## src/shared/lcc_pkg.sv

```systemverilog
`default_nettype none
// ==========================================================================
// Shared constants of the LCD command controller.
package lcc_pkg;

   // =======================================================================
   // Register byte offsets on the Wishbone bus.
   localparam logic [3:0] LCC_OFS_CMD = 4'h0;
   localparam logic [3:0] LCC_OFS_STATUS = 4'h4;
   localparam logic [3:0] LCC_OFS_COLUMN = 4'h8;
   localparam logic [3:0] LCC_OFS_DATA = 4'hc;

   // =======================================================================
   // Command opcodes.
   localparam logic [7:0] LCC_OP_RMW = 8'he0;
   localparam logic [7:0] LCC_OP_END = 8'hee;
   localparam logic [7:0] LCC_OP_OSC_OFF = 8'haa;
   localparam logic [7:0] LCC_OP_OSC_ON = 8'hab;
   localparam logic [7:0] LCC_OP_OSC_FREQ = 8'h5f;
   localparam logic [7:0] LCC_OP_PWR_CTRL = 8'h25;
   localparam logic [7:0] LCC_OP_V3_RANGE = 8'h2b;

   // =======================================================================
   // Field positions in the command register and the status word.
   localparam int LCC_CMD_SEL_BIT = 8;
   localparam int LCC_ST_RMW_BIT = 0;
   localparam int LCC_ST_OSC_BIT = 1;
   localparam int LCC_ST_FREQ_LSB = 4;
   localparam int LCC_ST_PWR_LSB = 8;
   localparam int LCC_ST_V3_LSB = 12;
   localparam int LCC_ST_MASTER_BIT = 16;
   localparam int LCC_ST_CLS_BIT = 17;
   localparam int LCC_ST_PEND_LSB = 20;

   // =======================================================================
   // Values after reset.
   localparam logic LCC_RST_OSC = 1'b0;
   localparam logic [3:0] LCC_RST_FREQ = 4'h0;
   localparam logic [2:0] LCC_RST_PWR = 3'h0;
   localparam logic [2:0] LCC_RST_V3 = 3'h0;
   localparam logic LCC_RST_RMW = 1'b0;

   // Parameter byte expected after a multi-byte opcode.
   typedef enum logic [1:0] {
      LCC_PEND_NONE,
      LCC_PEND_FREQ,
      LCC_PEND_PWR,
      LCC_PEND_V3
   } lcc_pend_t;

endpackage : lcc_pkg
`default_nettype wire

```

## src/shared/lcc_col_if.sv

```systemverilog
`default_nettype none
// ==========================================================================
// Column address control between the decoder and the column counter.
interface lcc_col_if #(parameter int COL_W = 8);
   logic set_stb;
   logic [COL_W-1:0] set_val;
   logic rd_stb;
   logic wr_stb;
   logic rmw_enter;
   logic rmw_end;
   logic [COL_W-1:0] col;
   logic rmw_active;

   // The decoder issues events, the counter reports its state.
   modport ctrl (output set_stb, set_val, rd_stb, wr_stb, rmw_enter,
                 rmw_end, input col, rmw_active);
   modport ctr (input set_stb, set_val, rd_stb, wr_stb, rmw_enter,
                rmw_end, output col, rmw_active);
endinterface : lcc_col_if
`default_nettype wire

```

## src/hdl/lcc_top.sv

```systemverilog
`default_nettype none
// ==========================================================================
module lcc_top
   import lcc_pkg::*;
#(
   parameter int COL_W = 8
) (
   // Clock and reset.
   input wire logic clk_i,
   input wire logic rst_i,
   // Wishbone classic slave.
   input wire logic wb_cyc_i,
   input wire logic wb_stb_i,
   input wire logic wb_we_i,
   input wire logic [3:0] wb_adr_i,
   input wire logic [3:0] wb_sel_i,
   input wire logic [31:0] wb_dat_i,
   output logic [31:0] wb_dat_o,
   output logic wb_ack_o,
   // Strap pins.
   input wire logic master_select_i,
   input wire logic osc_source_select_i,
   // Oscillator controls.
   output logic osc_enable_o,
   output logic [3:0] osc_freq_sel_o,
   // Power circuit controls.
   output logic stepup_enable_o,
   output logic v3_regulator_enable_o,
   output logic drive_voltage_gen_enable_o,
   output logic [2:0] v3_range_o,
   // Column and display data access.
   output logic rmw_active_o,
   output logic [COL_W-1:0] column_o,
   output logic disp_rd_o,
   output logic disp_wr_o,
   output logic [7:0] disp_wr_data_o
);

   // =======================================================================
   // Elaboration checks.
   if (COL_W < 1 || COL_W > 16) begin : g_col_w_check
      $error("COL_W must lie between 1 and 16");
   end

   // =======================================================================
   // Declarations.
   lcc_col_if #(.COL_W(COL_W)) col_bus ();

   logic [1:0] strap_sync;
   logic master_sync;
   logic cls_sync;
   logic access;
   logic wr_access;
   logic rd_access;
   logic lane0;
   logic lane1;
   logic byte_stb;
   logic byte_is_param;
   logic [7:0] byte_val;
   logic [31:0] status_word;
   logic [31:0] nxt_rd_data;

   logic ack_ff;
   logic [31:0] rd_data_ff;
   logic [8:0] last_byte_ff;
   lcc_pend_t pend_ff;
   logic osc_ff;
   logic [3:0] freq_ff;
   logic [2:0] pwr_ff;
   logic [2:0] v3_ff;
   logic disp_rd_ff;
   logic disp_wr_ff;
   logic [7:0] disp_data_ff;
   logic rmw_out_ff;
   logic [COL_W-1:0] col_out_ff;

   // =======================================================================
   // Functions.

   // True when an address falls in the word at the given register offset.
   function automatic logic is_reg(input logic [3:0] adr,
                                   input logic [3:0] ofs);
      is_reg = (adr[3:2] == ofs[3:2]);
   endfunction : is_reg

   // Next pending parameter for an opcode byte.
   function automatic lcc_pend_t pend_of(input logic [7:0] op);
      case (op)
         LCC_OP_OSC_FREQ: pend_of = LCC_PEND_FREQ;
         LCC_OP_PWR_CTRL: pend_of = LCC_PEND_PWR;
         LCC_OP_V3_RANGE: pend_of = LCC_PEND_V3;
         default: pend_of = LCC_PEND_NONE;
      endcase
   endfunction : pend_of

   // =======================================================================
   // Strap synchronisers.
   lcc_sync #(
      .WIDTH(2)
   ) u_sync (
      .clk_i(clk_i),
      .rst_i(rst_i),
      .async_i({osc_source_select_i, master_select_i}),
      .sync_o(strap_sync)
   );

   assign master_sync = strap_sync[0];
   assign cls_sync = strap_sync[1];

   // =======================================================================
   // Column counter.
   lcc_col_ctr #(
      .COL_W(COL_W)
   ) u_col (
      .clk_i(clk_i),
      .rst_i(rst_i),
      .col_bus(col_bus)
   );

   // =======================================================================
   // Bus decode.

   // A request is taken in the cycle before its acknowledge.
   assign access = wb_cyc_i && wb_stb_i && !ack_ff;
   assign wr_access = access && wb_we_i;
   assign rd_access = access && !wb_we_i;
   assign lane0 = wb_sel_i[0];
   assign lane1 = wb_sel_i[1];

   // A command register write with both low lanes carries one host byte.
   assign byte_stb = wr_access && is_reg(wb_adr_i, LCC_OFS_CMD) &&
                     lane0 && lane1;
   assign byte_is_param = wb_dat_i[LCC_CMD_SEL_BIT];
   assign byte_val = wb_dat_i[7:0];

   // =======================================================================
   // Column events toward the counter.

   // Opcodes enter or leave the mode; data writes, and data reads outside the mode, move the column.
   always_comb begin
      col_bus.rmw_enter = byte_stb && !byte_is_param &&
                          (byte_val == LCC_OP_RMW);
      col_bus.rmw_end = byte_stb && !byte_is_param &&
                        (byte_val == LCC_OP_END);
      col_bus.set_stb = wr_access && is_reg(wb_adr_i, LCC_OFS_COLUMN) &&
                        lane0;
      col_bus.set_val = wb_dat_i[COL_W-1:0];
      col_bus.wr_stb = wr_access && is_reg(wb_adr_i, LCC_OFS_DATA) &&
                       lane0;
      col_bus.rd_stb = rd_access && is_reg(wb_adr_i, LCC_OFS_DATA);
   end

   // =======================================================================
   // Bus acknowledge.

   // One acknowledge per request, dropped in the following cycle.
   always_ff @(posedge clk_i) begin
      if (rst_i) begin
         ack_ff <= 1'b0;
      end else begin
         ack_ff <= access;
      end
   end

   // =======================================================================
   // Read data.

   // Status word gathers the block's own state.
   always_comb begin
      status_word = '0;
      status_word[LCC_ST_RMW_BIT] = col_bus.rmw_active;
      status_word[LCC_ST_OSC_BIT] = osc_ff;
      status_word[LCC_ST_FREQ_LSB +: 4] = freq_ff;
      status_word[LCC_ST_PWR_LSB +: 3] = pwr_ff;
      status_word[LCC_ST_V3_LSB +: 3] = v3_ff;
      status_word[LCC_ST_MASTER_BIT] = master_sync;
      status_word[LCC_ST_CLS_BIT] = cls_sync;
      status_word[LCC_ST_PEND_LSB +: 2] = pend_ff;
   end

   // Unmapped offsets and the data word read as zero.
   always_comb begin
      nxt_rd_data = '0;
      if (is_reg(wb_adr_i, LCC_OFS_CMD)) begin
         nxt_rd_data[8:0] = last_byte_ff;
      end else if (is_reg(wb_adr_i, LCC_OFS_STATUS)) begin
         nxt_rd_data = status_word;
      end else if (is_reg(wb_adr_i, LCC_OFS_COLUMN)) begin
         nxt_rd_data[COL_W-1:0] = col_bus.col;
      end
   end

   // Read data is caught with the acknowledge and held after it.
   always_ff @(posedge clk_i) begin
      if (rst_i) begin
         rd_data_ff <= '0;
      end else if (rd_access) begin
         rd_data_ff <= nxt_rd_data;
      end
   end

   // =======================================================================
   // Host byte log.

   // The last byte and its select bit stay readable for software.
   always_ff @(posedge clk_i) begin
      if (rst_i) begin
         last_byte_ff <= '0;
      end else if (byte_stb) begin
         last_byte_ff <= {byte_is_param, byte_val};
      end
   end

   // =======================================================================
   // Command decoder.

   // An opcode arms the parameter slot; a parameter consumes it.
   always_ff @(posedge clk_i) begin
      if (rst_i) begin
         pend_ff <= LCC_PEND_NONE;
      end else if (byte_stb) begin
         if (!byte_is_param) begin
            pend_ff <= pend_of(byte_val);
         end else begin
            pend_ff <= LCC_PEND_NONE;
         end
      end
   end

   // Oscillator on only with master and built-in source straps high.
   always_ff @(posedge clk_i) begin
      if (rst_i) begin
         osc_ff <= LCC_RST_OSC;
      end else if (byte_stb && !byte_is_param) begin
         if (byte_val == LCC_OP_OSC_OFF) begin
            osc_ff <= 1'b0;
         end else if (byte_val == LCC_OP_OSC_ON && master_sync &&
                      cls_sync) begin
            osc_ff <= 1'b1;
         end
      end
   end

   // Frequency select takes only the low four parameter bits.
   always_ff @(posedge clk_i) begin
      if (rst_i) begin
         freq_ff <= LCC_RST_FREQ;
      end else if (byte_stb && byte_is_param &&
                   pend_ff == LCC_PEND_FREQ) begin
         freq_ff <= byte_val[3:0];
      end
   end

   // Power enables take bits 2..0 of their parameter.
   always_ff @(posedge clk_i) begin
      if (rst_i) begin
         pwr_ff <= LCC_RST_PWR;
      end else if (byte_stb && byte_is_param &&
                   pend_ff == LCC_PEND_PWR) begin
         pwr_ff <= byte_val[2:0];
      end
   end

   // V3 range takes the low three parameter bits.
   always_ff @(posedge clk_i) begin
      if (rst_i) begin
         v3_ff <= LCC_RST_V3;
      end else if (byte_stb && byte_is_param &&
                   pend_ff == LCC_PEND_V3) begin
         v3_ff <= byte_val[2:0];
      end
   end

   // =======================================================================
   // Display data strobes.

   // One-cycle pulses toward the display memory, with the write byte.
   always_ff @(posedge clk_i) begin
      if (rst_i) begin
         disp_rd_ff <= 1'b0;
         disp_wr_ff <= 1'b0;
      end else begin
         disp_rd_ff <= col_bus.rd_stb;
         disp_wr_ff <= col_bus.wr_stb;
      end
   end

   // Write data is held from the last display write.
   always_ff @(posedge clk_i) begin
      if (rst_i) begin
         disp_data_ff <= '0;
      end else if (col_bus.wr_stb) begin
         disp_data_ff <= wb_dat_i[7:0];
      end
   end

   // =======================================================================
   // Registered copies of the column state for the pins.

   // Follows the counter one cycle late so that outputs leave flops.
   always_ff @(posedge clk_i) begin
      if (rst_i) begin
         rmw_out_ff <= LCC_RST_RMW;
         col_out_ff <= '0;
      end else begin
         rmw_out_ff <= col_bus.rmw_active;
         col_out_ff <= col_bus.col;
      end
   end

   // =======================================================================
   // Output drive.
   assign wb_ack_o = ack_ff;
   assign wb_dat_o = rd_data_ff;
   assign osc_enable_o = osc_ff;
   assign osc_freq_sel_o = freq_ff;
   assign stepup_enable_o = pwr_ff[2];
   assign v3_regulator_enable_o = pwr_ff[1];
   assign drive_voltage_gen_enable_o = pwr_ff[0];
   assign v3_range_o = v3_ff;
   assign rmw_active_o = rmw_out_ff;
   assign column_o = col_out_ff;
   assign disp_rd_o = disp_rd_ff;
   assign disp_wr_o = disp_wr_ff;
   assign disp_wr_data_o = disp_data_ff;

endmodule : lcc_top
`default_nettype wire

```

## src/hdl/lcc_sync.sv

```systemverilog
`default_nettype none
// ==========================================================================
// Two-stage synchroniser for pin levels.
module lcc_sync #(
   parameter int WIDTH = 2
) (
   // Clock and reset.
   input wire logic clk_i,
   input wire logic rst_i,
   // Asynchronous levels and their synchronised copies.
   input wire logic [WIDTH-1:0] async_i,
   output logic [WIDTH-1:0] sync_o
);

   logic [WIDTH-1:0] meta_ff;
   logic [WIDTH-1:0] sync_ff;

   // The first stage feeds only the second stage.
   always_ff @(posedge clk_i) begin
      if (rst_i) begin
         meta_ff <= '0;
         sync_ff <= '0;
      end else begin
         meta_ff <= async_i;
         sync_ff <= meta_ff;
      end
   end

   assign sync_o = sync_ff;

endmodule : lcc_sync
`default_nettype wire

```

## src/hdl/lcc_col_ctr.sv

```systemverilog
`default_nettype none
// ==========================================================================
// Column address counter with read-modify-write save and restore.
module lcc_col_ctr
   import lcc_pkg::*;
#(
   parameter int COL_W = 8
) (
   // Clock and reset.
   input wire logic clk_i,
   input wire logic rst_i,
   // Events in, column state out.
   lcc_col_if.ctr col_bus
);

   logic [COL_W-1:0] col_ff;
   logic [COL_W-1:0] saved_ff;
   logic rmw_ff;

   // Mode flag: entered once, left only by the end opcode.
   always_ff @(posedge clk_i) begin
      if (rst_i) begin
         rmw_ff <= LCC_RST_RMW;
      end else if (col_bus.rmw_end) begin
         rmw_ff <= 1'b0;
      end else if (col_bus.rmw_enter) begin
         rmw_ff <= 1'b1;
      end
   end

   // The column seen on entry is kept for the restore.
   always_ff @(posedge clk_i) begin
      if (rst_i) begin
         saved_ff <= '0;
      end else if (col_bus.rmw_enter && !rmw_ff) begin
         saved_ff <= col_ff;
      end
   end

   // Column address: restore, set, or advance on data writes and on data reads outside the mode.
   always_ff @(posedge clk_i) begin
      if (rst_i) begin
         col_ff <= '0;
      end else if (col_bus.rmw_end && rmw_ff) begin
         col_ff <= saved_ff;
      end else if (col_bus.set_stb) begin
         col_ff <= col_bus.set_val;
      end else if (col_bus.wr_stb) begin
         col_ff <= col_ff + 1'b1;
      end else if (col_bus.rd_stb && !rmw_ff) begin
         col_ff <= col_ff + 1'b1;
      end
   end

   assign col_bus.col = col_ff;
   assign col_bus.rmw_active = rmw_ff;

endmodule : lcc_col_ctr
`default_nettype wire

```

## config.mk

```make
export PLATFORM = sky130hd
export DESIGN_NAME = lcc_top
export DESIGN_NICKNAME = d
export VERILOG_FILES = /design/src/shared/lcc_pkg.sv /design/src/shared/lcc_col_if.sv /design/src/hdl/lcc_top.sv /design/src/hdl/lcc_sync.sv /design/src/hdl/lcc_col_ctr.sv
export SDC_FILE = /design/constraint.sdc
export NUM_CORES = 1
export LEC_CHECK = 0
export BUFFER_PORTS_ARGS = -buffer_cell sky130_fd_sc_hd__buf_2
export CELL_PAD_IN_SITES_DETAIL_PLACEMENT = 1
export CELL_PAD_IN_SITES_GLOBAL_PLACEMENT = 1
export CORE_ASPECT_RATIO = 0.9
export CORE_MARGIN = 10
export CORE_UTILIZATION = 40
export CTS_CLUSTER_DIAMETER = 120
export CTS_CLUSTER_SIZE = 28
export DETAILED_ROUTE_END_ITERATION = 7
export GPL_TIMING_DRIVEN = 0
export PLACE_DENSITY = 0.92
export SYNTH_ARGS = -nofsm -noshare
export SYNTH_HDL_FRONTEND = slang
export SYNTH_SLANG_ARGS = --single-unit
```

## constraint.sdc

```tcl
create_clock -name clk_i -period 5.3 [get_ports clk_i]
set_clock_uncertainty 0.05 [all_clocks]
set_input_delay 0.265 -clock clk_i [delete_from_list [all_inputs] [get_ports clk_i]]
set_output_delay 0.265 -clock clk_i [all_outputs]
set_load 0.005 [all_outputs]
```

# Word-level counts from Yosys, hierarchy flattened
# Index checks and enable logic that the tools add are counted.
[op_classes] n_addsub=1 eq_ne=13 n_mux=13 reduce_logical=33
[op_table] cell="8-bit two-way mux" n=6
[op_table] cell="8-bit == test (second input constant)" n=4
[op_table] cell="1-bit logical AND" n=24
[op_table] cell="23-bit two-way mux" n=1
[op_table] cell="8-bit by 6-bit == test with 1-bit output (second input constant)" n=2
[op_table] cell="14-bit two-way mux" n=1
[op_table] cell="9-bit two-way mux" n=1
[op_table] cell="8-bit by 1-bit adder with 8-bit output (second input constant)" n=1
[op_table] cell="2-bit == test (second input constant)" n=4
[op_table] cell="8-bit by 7-bit == test with 1-bit output (second input constant)" n=1
[op_table] cell="2-bit one-hot mux with 3 select lines" n=1
[op_table] cell="2-bit by 1-bit == test with 1-bit output (second input constant)" n=2
[op_table] cell="1-bit logical NOT" n=4
[op_table] cell="4-bit nonzero test" n=1
[op_table] cell="2-bit logical NOT" n=1
[op_table] cell="1-bit two-way mux" n=2
[op_table] cell="2-bit two-way mux" n=1
[op_table] cell="2-bit AND reduction" n=1
[op_table] cell="2-bit nonzero test" n=1
[op_table] cell="2-bit OR reduction" n=1
[totals] ff_bits=95 input_bits=47 output_inout_bits=63 wordCells=78

# Logic depth before layout (Yosys ltp)
# Gate-level depths: netlist of the first run.
[depth] depth_word=10 depth_mapped=8 depth_no_buf=6

# By module
# Synthesis of the first run repeated with hierarchy kept, for this count alone.
[hier_totals] hier_cells=407 hier_area_um2=3557.2
[modules_own_cells] module="lcc_top" instances=1 cells_each=283 area_per_inst_um2=2541.2 seq_area_each_um2=1201.2
[modules_own_cells] module="lcc_col_ctr" instances=1 cells_each=116 area_per_inst_um2=910.9 seq_area_each_um2=340.3
[modules_own_cells] module="lcc_sync" instances=1 cells_each=8 area_per_inst_um2=105.1 seq_area_each_um2=80.1

# Worst setup path before layout of the first run
# Ideal clock, no wire load.
[synth_path] path_type="register to register" from="reg ack_ff, in the netlist wb_ack_o" to="reg u_col.col_ff[6], in the netlist u_col.col_bus.col[6]" setup_ns=0.134 arrival_ns=1.711 t_required_ns=5.116 setup_slack_ns=3.405 path_stages_with_launch=8 n_path_buf=2 period_less_slack_ns=1.895 path_cell_list="dfxtp_1 -> nand3b_4 -> or3_1 -> buf_2 -> or4_4 -> buf_6 -> nor2_1 -> a211oi_2"
[synth_between] elab_chain_cells=10 word_cells_on_any_way=20 classes_between="mux: 3; reduce/logical: 17"
[synth_lines] item="start, declared" line_no="lcc_top.sv:63" text="logic ack_ff;"
[synth_lines] item="start signal, assigned" line_no="lcc_top.sv:161" text="ack_ff <= access;"
[synth_lines] item="1-bit logical NOT *" line_no="lcc_top.sv:124" text="assign access = wb_cyc_i && wb_stb_i && !ack_ff;"
[synth_lines] item="1-bit logical AND *" line_no="lcc_top.sv:124"
[synth_lines] item="1-bit logical AND" line_no="lcc_top.sv:125" text="assign wr_access = access && wb_we_i;"
[synth_lines] item="1-bit logical AND (2 in a row)" line_no="lcc_top.sv:131" text="assign byte_stb = wr_access && is_reg(wb_adr_i, LCC_OFS_CMD) &&"
[synth_lines] item="1-bit logical AND" line_no="lcc_top.sv:132" text="lane0 && lane1;"
[synth_lines] item="1-bit logical AND (2 in a row)" line_no="lcc_top.sv:143" text="col_bus.rmw_end = byte_stb && !byte_is_param &&"
[synth_lines] item="1-bit logical AND" line_no="lcc_col_ctr.sv:44" text="end else if (col_bus.rmw_end && rmw_ff) begin"
[synth_lines] item="4-bit nonzero test (no source line) or 8-bit two-way mux (tied branches)"
[synth_lines] item="end signal, assigned" line_no="lcc_col_ctr.sv:45" text="col_ff <= saved_ff;"
[synth_lines] item="end signal, assigned" line_no="lcc_col_ctr.sv:47" text="col_ff <= col_bus.set_val;"
[synth_lines] item="end signal, assigned" line_no="lcc_col_ctr.sv:49" text="col_ff <= col_ff + 1'b1;"
[synth_lines] item="end, declared" line_no="lcc_col_ctr.sv:16" text="logic [COL_W-1:0] col_ff;"
# Every way passes the cells marked *; elsewhere a longest branch is shown, timed or not.
# A chain may end at the register's enable or synchronous reset.

# Worst setup path in the final report of the first run
[layout_path] from="reg ack_ff, in the netlist wb_ack_o" to="reg u_col.col_ff[1], in the netlist u_col.col_bus.col[1]"
# Same word-level chain as after synthesis.

==> impl_metrics.env, run 1 <==
export IMPL_grt_antenna_before_repair=0
export IMPL_slew_headroom_pct=23.03
export IMPL_cts_clk_slew_worst_paths_ns=0.08
export IMPL_path_cells="nand3b_4 -> or3_1 -> buf_2 -> nor4_1 -> nand2_1 -> a21oi_1"
export IMPL_crit_path_max_fanout=9
export IMPL_syn_inst=408
export IMPL_cts_tree="done"
export IMPL_synth_edf_count=0
export IMPL_synth_most_common_cell="dfxtp_1"
export IMPL_clk_path_buf_depth=2
export IMPL_hold_violations=0
export IMPL_cts_sinks=81
export IMPL_grt_pass1_vias=3692
export IMPL_overflow=0
export IMPL_async_reset_ff_share_pct=0
export IMPL_status="finished, final reports clean"
export IMPL_dr_pass1_iters=5
export IMPL_vias=3389
export IMPL_hpwlAfterDp_um=8533
export IMPL_ys_top_cells_by_area="dfxtp_1 46%, mux2i_1 10%, nor2_1 6.6%"
export IMPL_max_stage_delay_ns=0.88
export IMPL_yosysTopAreaCell="dfxtp_1"
export IMPL_rows=32
export IMPL_ys_seq_area_share_pct=46.14
export IMPL_rsz0062_at_grt="false"
export IMPL_cp_slowest_cell="nor4_1"
export IMPL_grt_max_degree=15
export IMPL_synth_commonest_cells="81 x dfxtp_1, 62 x nor2_1, 41 x nand2_1"
export IMPL_fmax_mhz=410.3
export IMPL_multiInputGateArea_um2=1705
export IMPL_setup_ws_ns=2.863
export IMPL_worstPathArrival_ns=2.66
export IMPL_yosys_area_top_type_share_pct=46.14
export IMPL_leakage_nw=1.838
export IMPL_setup_viol_count_final=0
export IMPL_grt_pass1_wl_um=19060
export IMPL_hold_worst_slack_ns=0.08158
export IMPL_crit_required_ns=5.52
export IMPL_port_buffers=64
export IMPL_via_per_inst=5.466
export IMPL_hold_buffers=0
export IMPL_powerDensity_nw_per_um2=284.3
export IMPL_yosys_warnings=0
export IMPL_end_kind="flip-flop"
export IMPL_fin_crit_sh_pct=45.99
export IMPL_die_w_um=118.8
export IMPL_drt_total_wl_um=11900
export IMPL_clk_latency_ns=0.36
export IMPL_cts_setup_buffers=0
export IMPL_finalSetupTns_ns=0
export IMPL_ys_ff_latch=81
export IMPL_drc=0
export IMPL_pre_cts_ws_ns=2.898
export IMPL_area_growth_pct=20.97
export IMPL_syn_avg_cell_area_um2=8.614
export IMPL_worstSetupStartpointType="flip-flop"
export IMPL_ant_nets=0
export IMPL_antennaDiodeCount=0
export IMPL_total_power_w=0.001209
export IMPL_gp_congestion=0.9145
export IMPL_ios=110
export IMPL_die_area_um2=12940
export IMPL_die_h_um=108.9
export IMPL_grtUsageTotal_pct=18.08
export IMPL_drv_cap=0
export IMPL_drv_slew=0
export IMPL_h_tree_depth=3
export IMPL_layout_drive_gt1_share_pct=21.16
export IMPL_layout_min_cycle_time_ns=2.437
export IMPL_seq_area_um2=1622
export IMPL_synth_area_um2=3515
export IMPL_hold_class="in -> reg"
export IMPL_synth_distinct_cells=44
export IMPL_n_fill_cell=1086
export IMPL_nets=544
export IMPL_ys_flop_type="dfxtp_1"
export IMPL_path_class="reg -> reg"
export IMPL_cts_root_buffer="clkbuf_8"
export IMPL_drt_iter0_drc=187
export IMPL_coreArea_um2=8568
export IMPL_cts_resized=0
export IMPL_tightest_slew_ns=1.144
export IMPL_wl_per_cell_um=19.20
export IMPL_cts_made_buffers=9
export IMPL_start_util_pct=41.02
export IMPL_peakVddDrop_mv=0.1276
## critical path, delay by kind of cell, from the launching register on
kind | cells | cell delay, ns
flip-flops | 1 | 0.32
AO/OA/AOI/OAI | 1 | 0.24
AND/OR/NAND/NOR | 4 | 1.56
buffers and inverters | 1 | 0.18
## logic make-up after synthesis
logic type                 after synthesis  synth area share, %
DFF                                     81                46.14
muxes                                   36                10.29
other                                    1               0.1067
AOI/OAI and AO/OA                       68                12.07
adders and majority gates                1               0.3559
and+or+nand+nor                        176                24.32
buffers and inverters                   45                6.728
## sequential cells by signal, indices dropped and copies added (netlist names), 4 cells and up
register           count
column_o               8
disp_wr_data_o         8
last_byte_ff           9
osc_freq_sel_o         4
u_col.col_bus.col      8
u_col.saved_ff         8
wb_dat_o              18
## placed cells by master (no fill, tap or decap), drive strengths merged, types with 2 or more instances in the layout
| master | Yosys | layout |
|---|---|---|
| and3 | 4 | 4 |
| nand4b | 4 | 4 |
| o211ai | 4 | 4 |
| a31oi | 7 | 7 |
| nor4b | 2 | 2 |
| a21oi | 32 | 32 |
| conb | 1 | 14 |
| dfxtp | 81 | 81 |
| o21ai | 7 | 7 |
| nand2 | 41 | 41 |
| nand3 | 14 | 14 |
| nor4 | 3 | 3 |
| nor2b | 16 | 16 |
| mux2i | 35 | 35 |
| nor2 | 62 | 62 |
| bufinv | 0 | 2 |
| inv | 2 | 2 |
| clkinv | 0 | 4 |
| a211oi | 10 | 10 |
| nand3b | 2 | 2 |
| nor3 | 15 | 15 |
| nand4 | 4 | 4 |
| clkbuf | 22 | 31 |
| o31ai | 2 | 2 |
| buf | 21 | 85 |
| o21bai | 3 | 3 |
## layer usage
| metal | GRT usage (%) | vias up | share of wire, % | wire [µm] |
|---|---|---|---|---|
| met3 | 6.563 | 32 | 8.1 | 967 |
| li1 | - | 1557 | - | - |
| met2 | 31.35 | 151 | 50 | 5898 |
| met5 | 0 | - | 0 | 0 |
| met4 | 6.620 | 0 | 2.5 | 294 |
| met1 | 20.19 | 1649 | 40 | 4744 |
## worst paths after layout
| check | start | endpoint | slack [ns] | depth (start not counted) |
|---|---|---|---|---|
| worst min-delay path | osc_source_select_i | u_sync.meta_ff[1] | 0.08 | 2 |
| worst max register to register | wb_ack_o | u_col.col_bus.col[1] | 2.86 | 6 |
| worst min register to register | wb_dat_o[14] | wb_dat_o[14] | 0.41 | 2 |
| worst max-delay path | wb_ack_o | u_col.col_bus.col[1] | 2.86 | 6 |
## final cells by class
cell class | count | area share, %
Sequential cell | 81 | 38.14
Inverter | 2 | 0.1766
Tap cell | 119 | 3.502
Clock inverter | 7 | 2.237
Clock buffer | 9 | 2.913
Buffer | 43 | 5.386
Timing Repair Buffer | 64 | 7.534
Multi-Input combinational cell | 295 | 40.11
## stage by stage
step	cell area, µm²	utilization, %	instances
2_1_floorplan	3563	-	421
3_3_place_gp	4033	47.06	604
3_5_place_dp	4033	47.06	604
4_1_cts	4252	49.62	620
5_1_grt	4252	49.62	620
6_report	4252	49.62	620
## power breakdown
part / total [W] / switching [W] / internal (W)
combinational: 0.0000908 / 0.0000603 / 0.0000305
clock: 0.000500 / 0.000235 / 0.000265
sequential: 0.000618 / 0.00000421 / 0.000614
total: 0.00121 / 0.000299 / 0.000910
Note: power is estimated with default switching activity, not from simulation.
==> inputs of run 2 (changes only) <==
--- a/config.mk
+++ b/config.mk
@@ -10,12 +10,12 @@
 export CELL_PAD_IN_SITES_GLOBAL_PLACEMENT = 1
 export CORE_ASPECT_RATIO = 0.9
 export CORE_MARGIN = 10
-export CORE_UTILIZATION = 40
+export CORE_UTILIZATION = 37
 export CTS_CLUSTER_DIAMETER = 120
 export CTS_CLUSTER_SIZE = 28
 export DETAILED_ROUTE_END_ITERATION = 7
 export GPL_TIMING_DRIVEN = 0
-export PLACE_DENSITY = 0.92
+export PLACE_DENSITY = 0.86
 export SYNTH_ARGS = -nofsm -noshare
 export SYNTH_HDL_FRONTEND = slang
 export SYNTH_SLANG_ARGS = --single-unit
==> constraint.sdc (replaced) <==
create_clock -name clk_i -period 2.5 [get_ports clk_i]
set_clock_uncertainty 0.05 [all_clocks]
set_input_delay 0.125 -clock clk_i [delete_from_list [all_inputs] [get_ports clk_i]]
set_output_delay 0.125 -clock clk_i [all_outputs]
set_load 0.005 [all_outputs]
==> run 2 against run 1 <==
- clock-buffer cell count rose by 1
- final cell count rose by 0.97%
- fmax rose by 14%
- sequential share of layout area fell by 0.44 points
- clock power rose by 120%
- wire length fell by 5.3%
- largest cell class unchanged
- largest power group unchanged
==> impl_metrics.env, run 2 (synthesis results as in run 1) <==
export IMPL_status="finished, final reports clean"
export IMPL_worstSetupStartpointType="flip-flop"
export IMPL_multiInputGateArea_um2=1712
export IMPL_fin_crit_sh_pct=85.70
export IMPL_drv_cap=0
export IMPL_leakage_nw=1.857
export IMPL_clk_path_buf_depth=2
export IMPL_overflow=0
export IMPL_die_w_um=122.7
export IMPL_max_stage_delay_ns=0.50
export IMPL_port_buffers=64
export IMPL_ant_nets=0
export IMPL_cts_made_buffers=9
export IMPL_seqPwrFrac_pct=50.6
export IMPL_crit_path_max_fanout=8
export IMPL_n_fill_cell=1120
export IMPL_largest_register_ffs=18
export IMPL_drt_total_wl_um=11270
export IMPL_hold_violations=0
export IMPL_path_cells="or3b_1 -> a21oi_2 -> mux2_2 -> a31oi_1 -> a211oi_2"
export IMPL_via_per_inst=5.222
export IMPL_cts_setup_buffers=0
export IMPL_layout_cells_most_common="dfxtp_1"
export IMPL_comb_power_share_pct=7.5
export IMPL_nets=547
export IMPL_intPower_w=0.001962
export IMPL_crit_required_ns=2.68
export IMPL_grt_max_degree=15
export IMPL_drt_iter0_drc=258
export IMPL_drc=0
export IMPL_setup_viol_count_final=0
export IMPL_grt_pass1_wl_um=17930
export IMPL_clk_latency_ns=0.36
export IMPL_wl_per_cell_um=18.01
export IMPL_path_buf_inv=0
export IMPL_dr_pass1_iters=4
export IMPL_gp_congestion=0.8714
export IMPL_die_area_um2=13800
export IMPL_most_common_layout_cells="81 x dfxtp_1, 67 x buf_2, 62 x nor2_1, 41 x nand2_1, 35 x mux2i_1"
export IMPL_die_h_um=112.5
export IMPL_rsz0062_at_grt="false"
export IMPL_hpwlAfterDp_um=8266
export IMPL_start_util_pct=38.17
export IMPL_layout_drive_gt1_share_pct=21.23
export IMPL_critical_path_top_delay_family="compound AO/OA/AOI/OAI gates"
export IMPL_antennaDiodeCount=0
export IMPL_path_class="reg -> reg"
export IMPL_worstPathArrival_ns=2.32
export IMPL_rows=33
export IMPL_h_tree_depth=3
export IMPL_cts_tree="done"
export IMPL_drv_slew=0
export IMPL_coreArea_um2=9208
export IMPL_p_switching_w=0.0006256
export IMPL_tightest_slew_ns=0.8625
export IMPL_cp_slowest_cell="or3b_1"
export IMPL_cts_root_buffer="clkbuf_8"
export IMPL_power_frac_clock_pct=41.9
export IMPL_hold_class="in -> reg"
export IMPL_grt_pass1_vias=3455
export IMPL_ios=110
export IMPL_total_power_w=0.002588
export IMPL_area_growth_pct=22.39
export IMPL_cts_sinks=81
export IMPL_finalSetupTns_ns=0
export IMPL_slew_headroom_pct=42.29
export IMPL_grtUsageTotal_pct=16.22
export IMPL_powerDensity_nw_per_um2=601.6
export IMPL_vias=3269
export IMPL_layout_min_cycle_time_ns=2.143
export IMPL_hold_worst_slack_ns=0.01617
export IMPL_peakVddDrop_mv=0.3130
export IMPL_grt_antenna_before_repair=0
export IMPL_cts_clk_slew_worst_paths_ns=0.09
export IMPL_seq_area_um2=1622
export IMPL_end_kind="flip-flop"
export IMPL_switching_share_pct=24.17
export IMPL_fmax_mhz=466.7
## run 2: layout make-up
| cell class | count | area share (%) |
|---|---|---|
| Buffer | 43 | 5.323 |
| Clock buffer | 10 | 3.200 |
| Clock inverter | 6 | 2.123 |
| Inverter | 2 | 0.1745 |
| Multi-Input combinational cell | 295 | 39.79 |
| Sequential cell | 81 | 37.70 |
| Tap cell | 122 | 3.549 |
| Timing Repair Buffer | 67 | 8.144 |
## run 2: timing repair
item,4_1_cts,5_1_grt
gates resized for setup,0,1
endpoints found under the hold margin,3,0
endpoints found under the setup margin,0,5
hold buffers,3,0
## run 2: path summary, 6_finish.rpt
kind	startpoint	endpoint	slack, ns	cells after the start
min	wb_dat_i[7]	last_byte_ff[7]	0.02	3
min reg2reg	u_col.saved_ff[4]	u_col.col_bus.col[4]	0.40	2
max reg2reg	u_col.col_bus.rmw_active	u_col.col_bus.col[0]	0.36	5
max	u_col.col_bus.rmw_active	u_col.col_bus.col[0]	0.36	5
## run 2: power by group through the flow
stage	sequential, W	combinational, W	clock (W)
after floorplan	0.00134	0.000112	0
after global placement	0.00134	0.000179	0
after detailed placement	0.00134	0.000186	0
after CTS	0.00131	0.000192	0.00110
after global routing	0.00131	0.000213	0.00115
final	0.00131	0.000194	0.00108
## run 2: per-layer routing
layer / share of wire, % / routed length, µm / global-route usage (%) / up-vias
met5: 0 / 0 / 0 / -
met4: 1.8 / 201 / 6.201 / 0
met3: 8.0 / 899 / 5.411 / 16
met2: 48 / 5422 / 25.87 / 104
met1: 42 / 4749 / 19.69 / 1590
li1: - / - / - / 1559
## run 2: worst register-to-register path, stage by stage, from the launching register on
cell and delay [ns]:
dfxtp_1 0.41, or3b_1 0.51, a21oi_2 0.39, mux2_2 0.39, a31oi_1 0.18, a211oi_2 0.09
## run 2: stage by stage
stage / setup slack [ns] / instances / utilization [%] / instance area (µm²)
6_report: 0.3574 / 626 / 46.72 / 4302
3_5_place_dp: 0.1874 / 607 / 43.84 / 4036
4_1_cts: 0.1560 / 626 / 46.65 / 4295
5_1_grt: 0.2224 / 626 / 46.72 / 4302
2_1_floorplan: 0.6052 / 421 / - / 3563
3_3_place_gp: 0.2602 / 607 / 43.84 / 4036
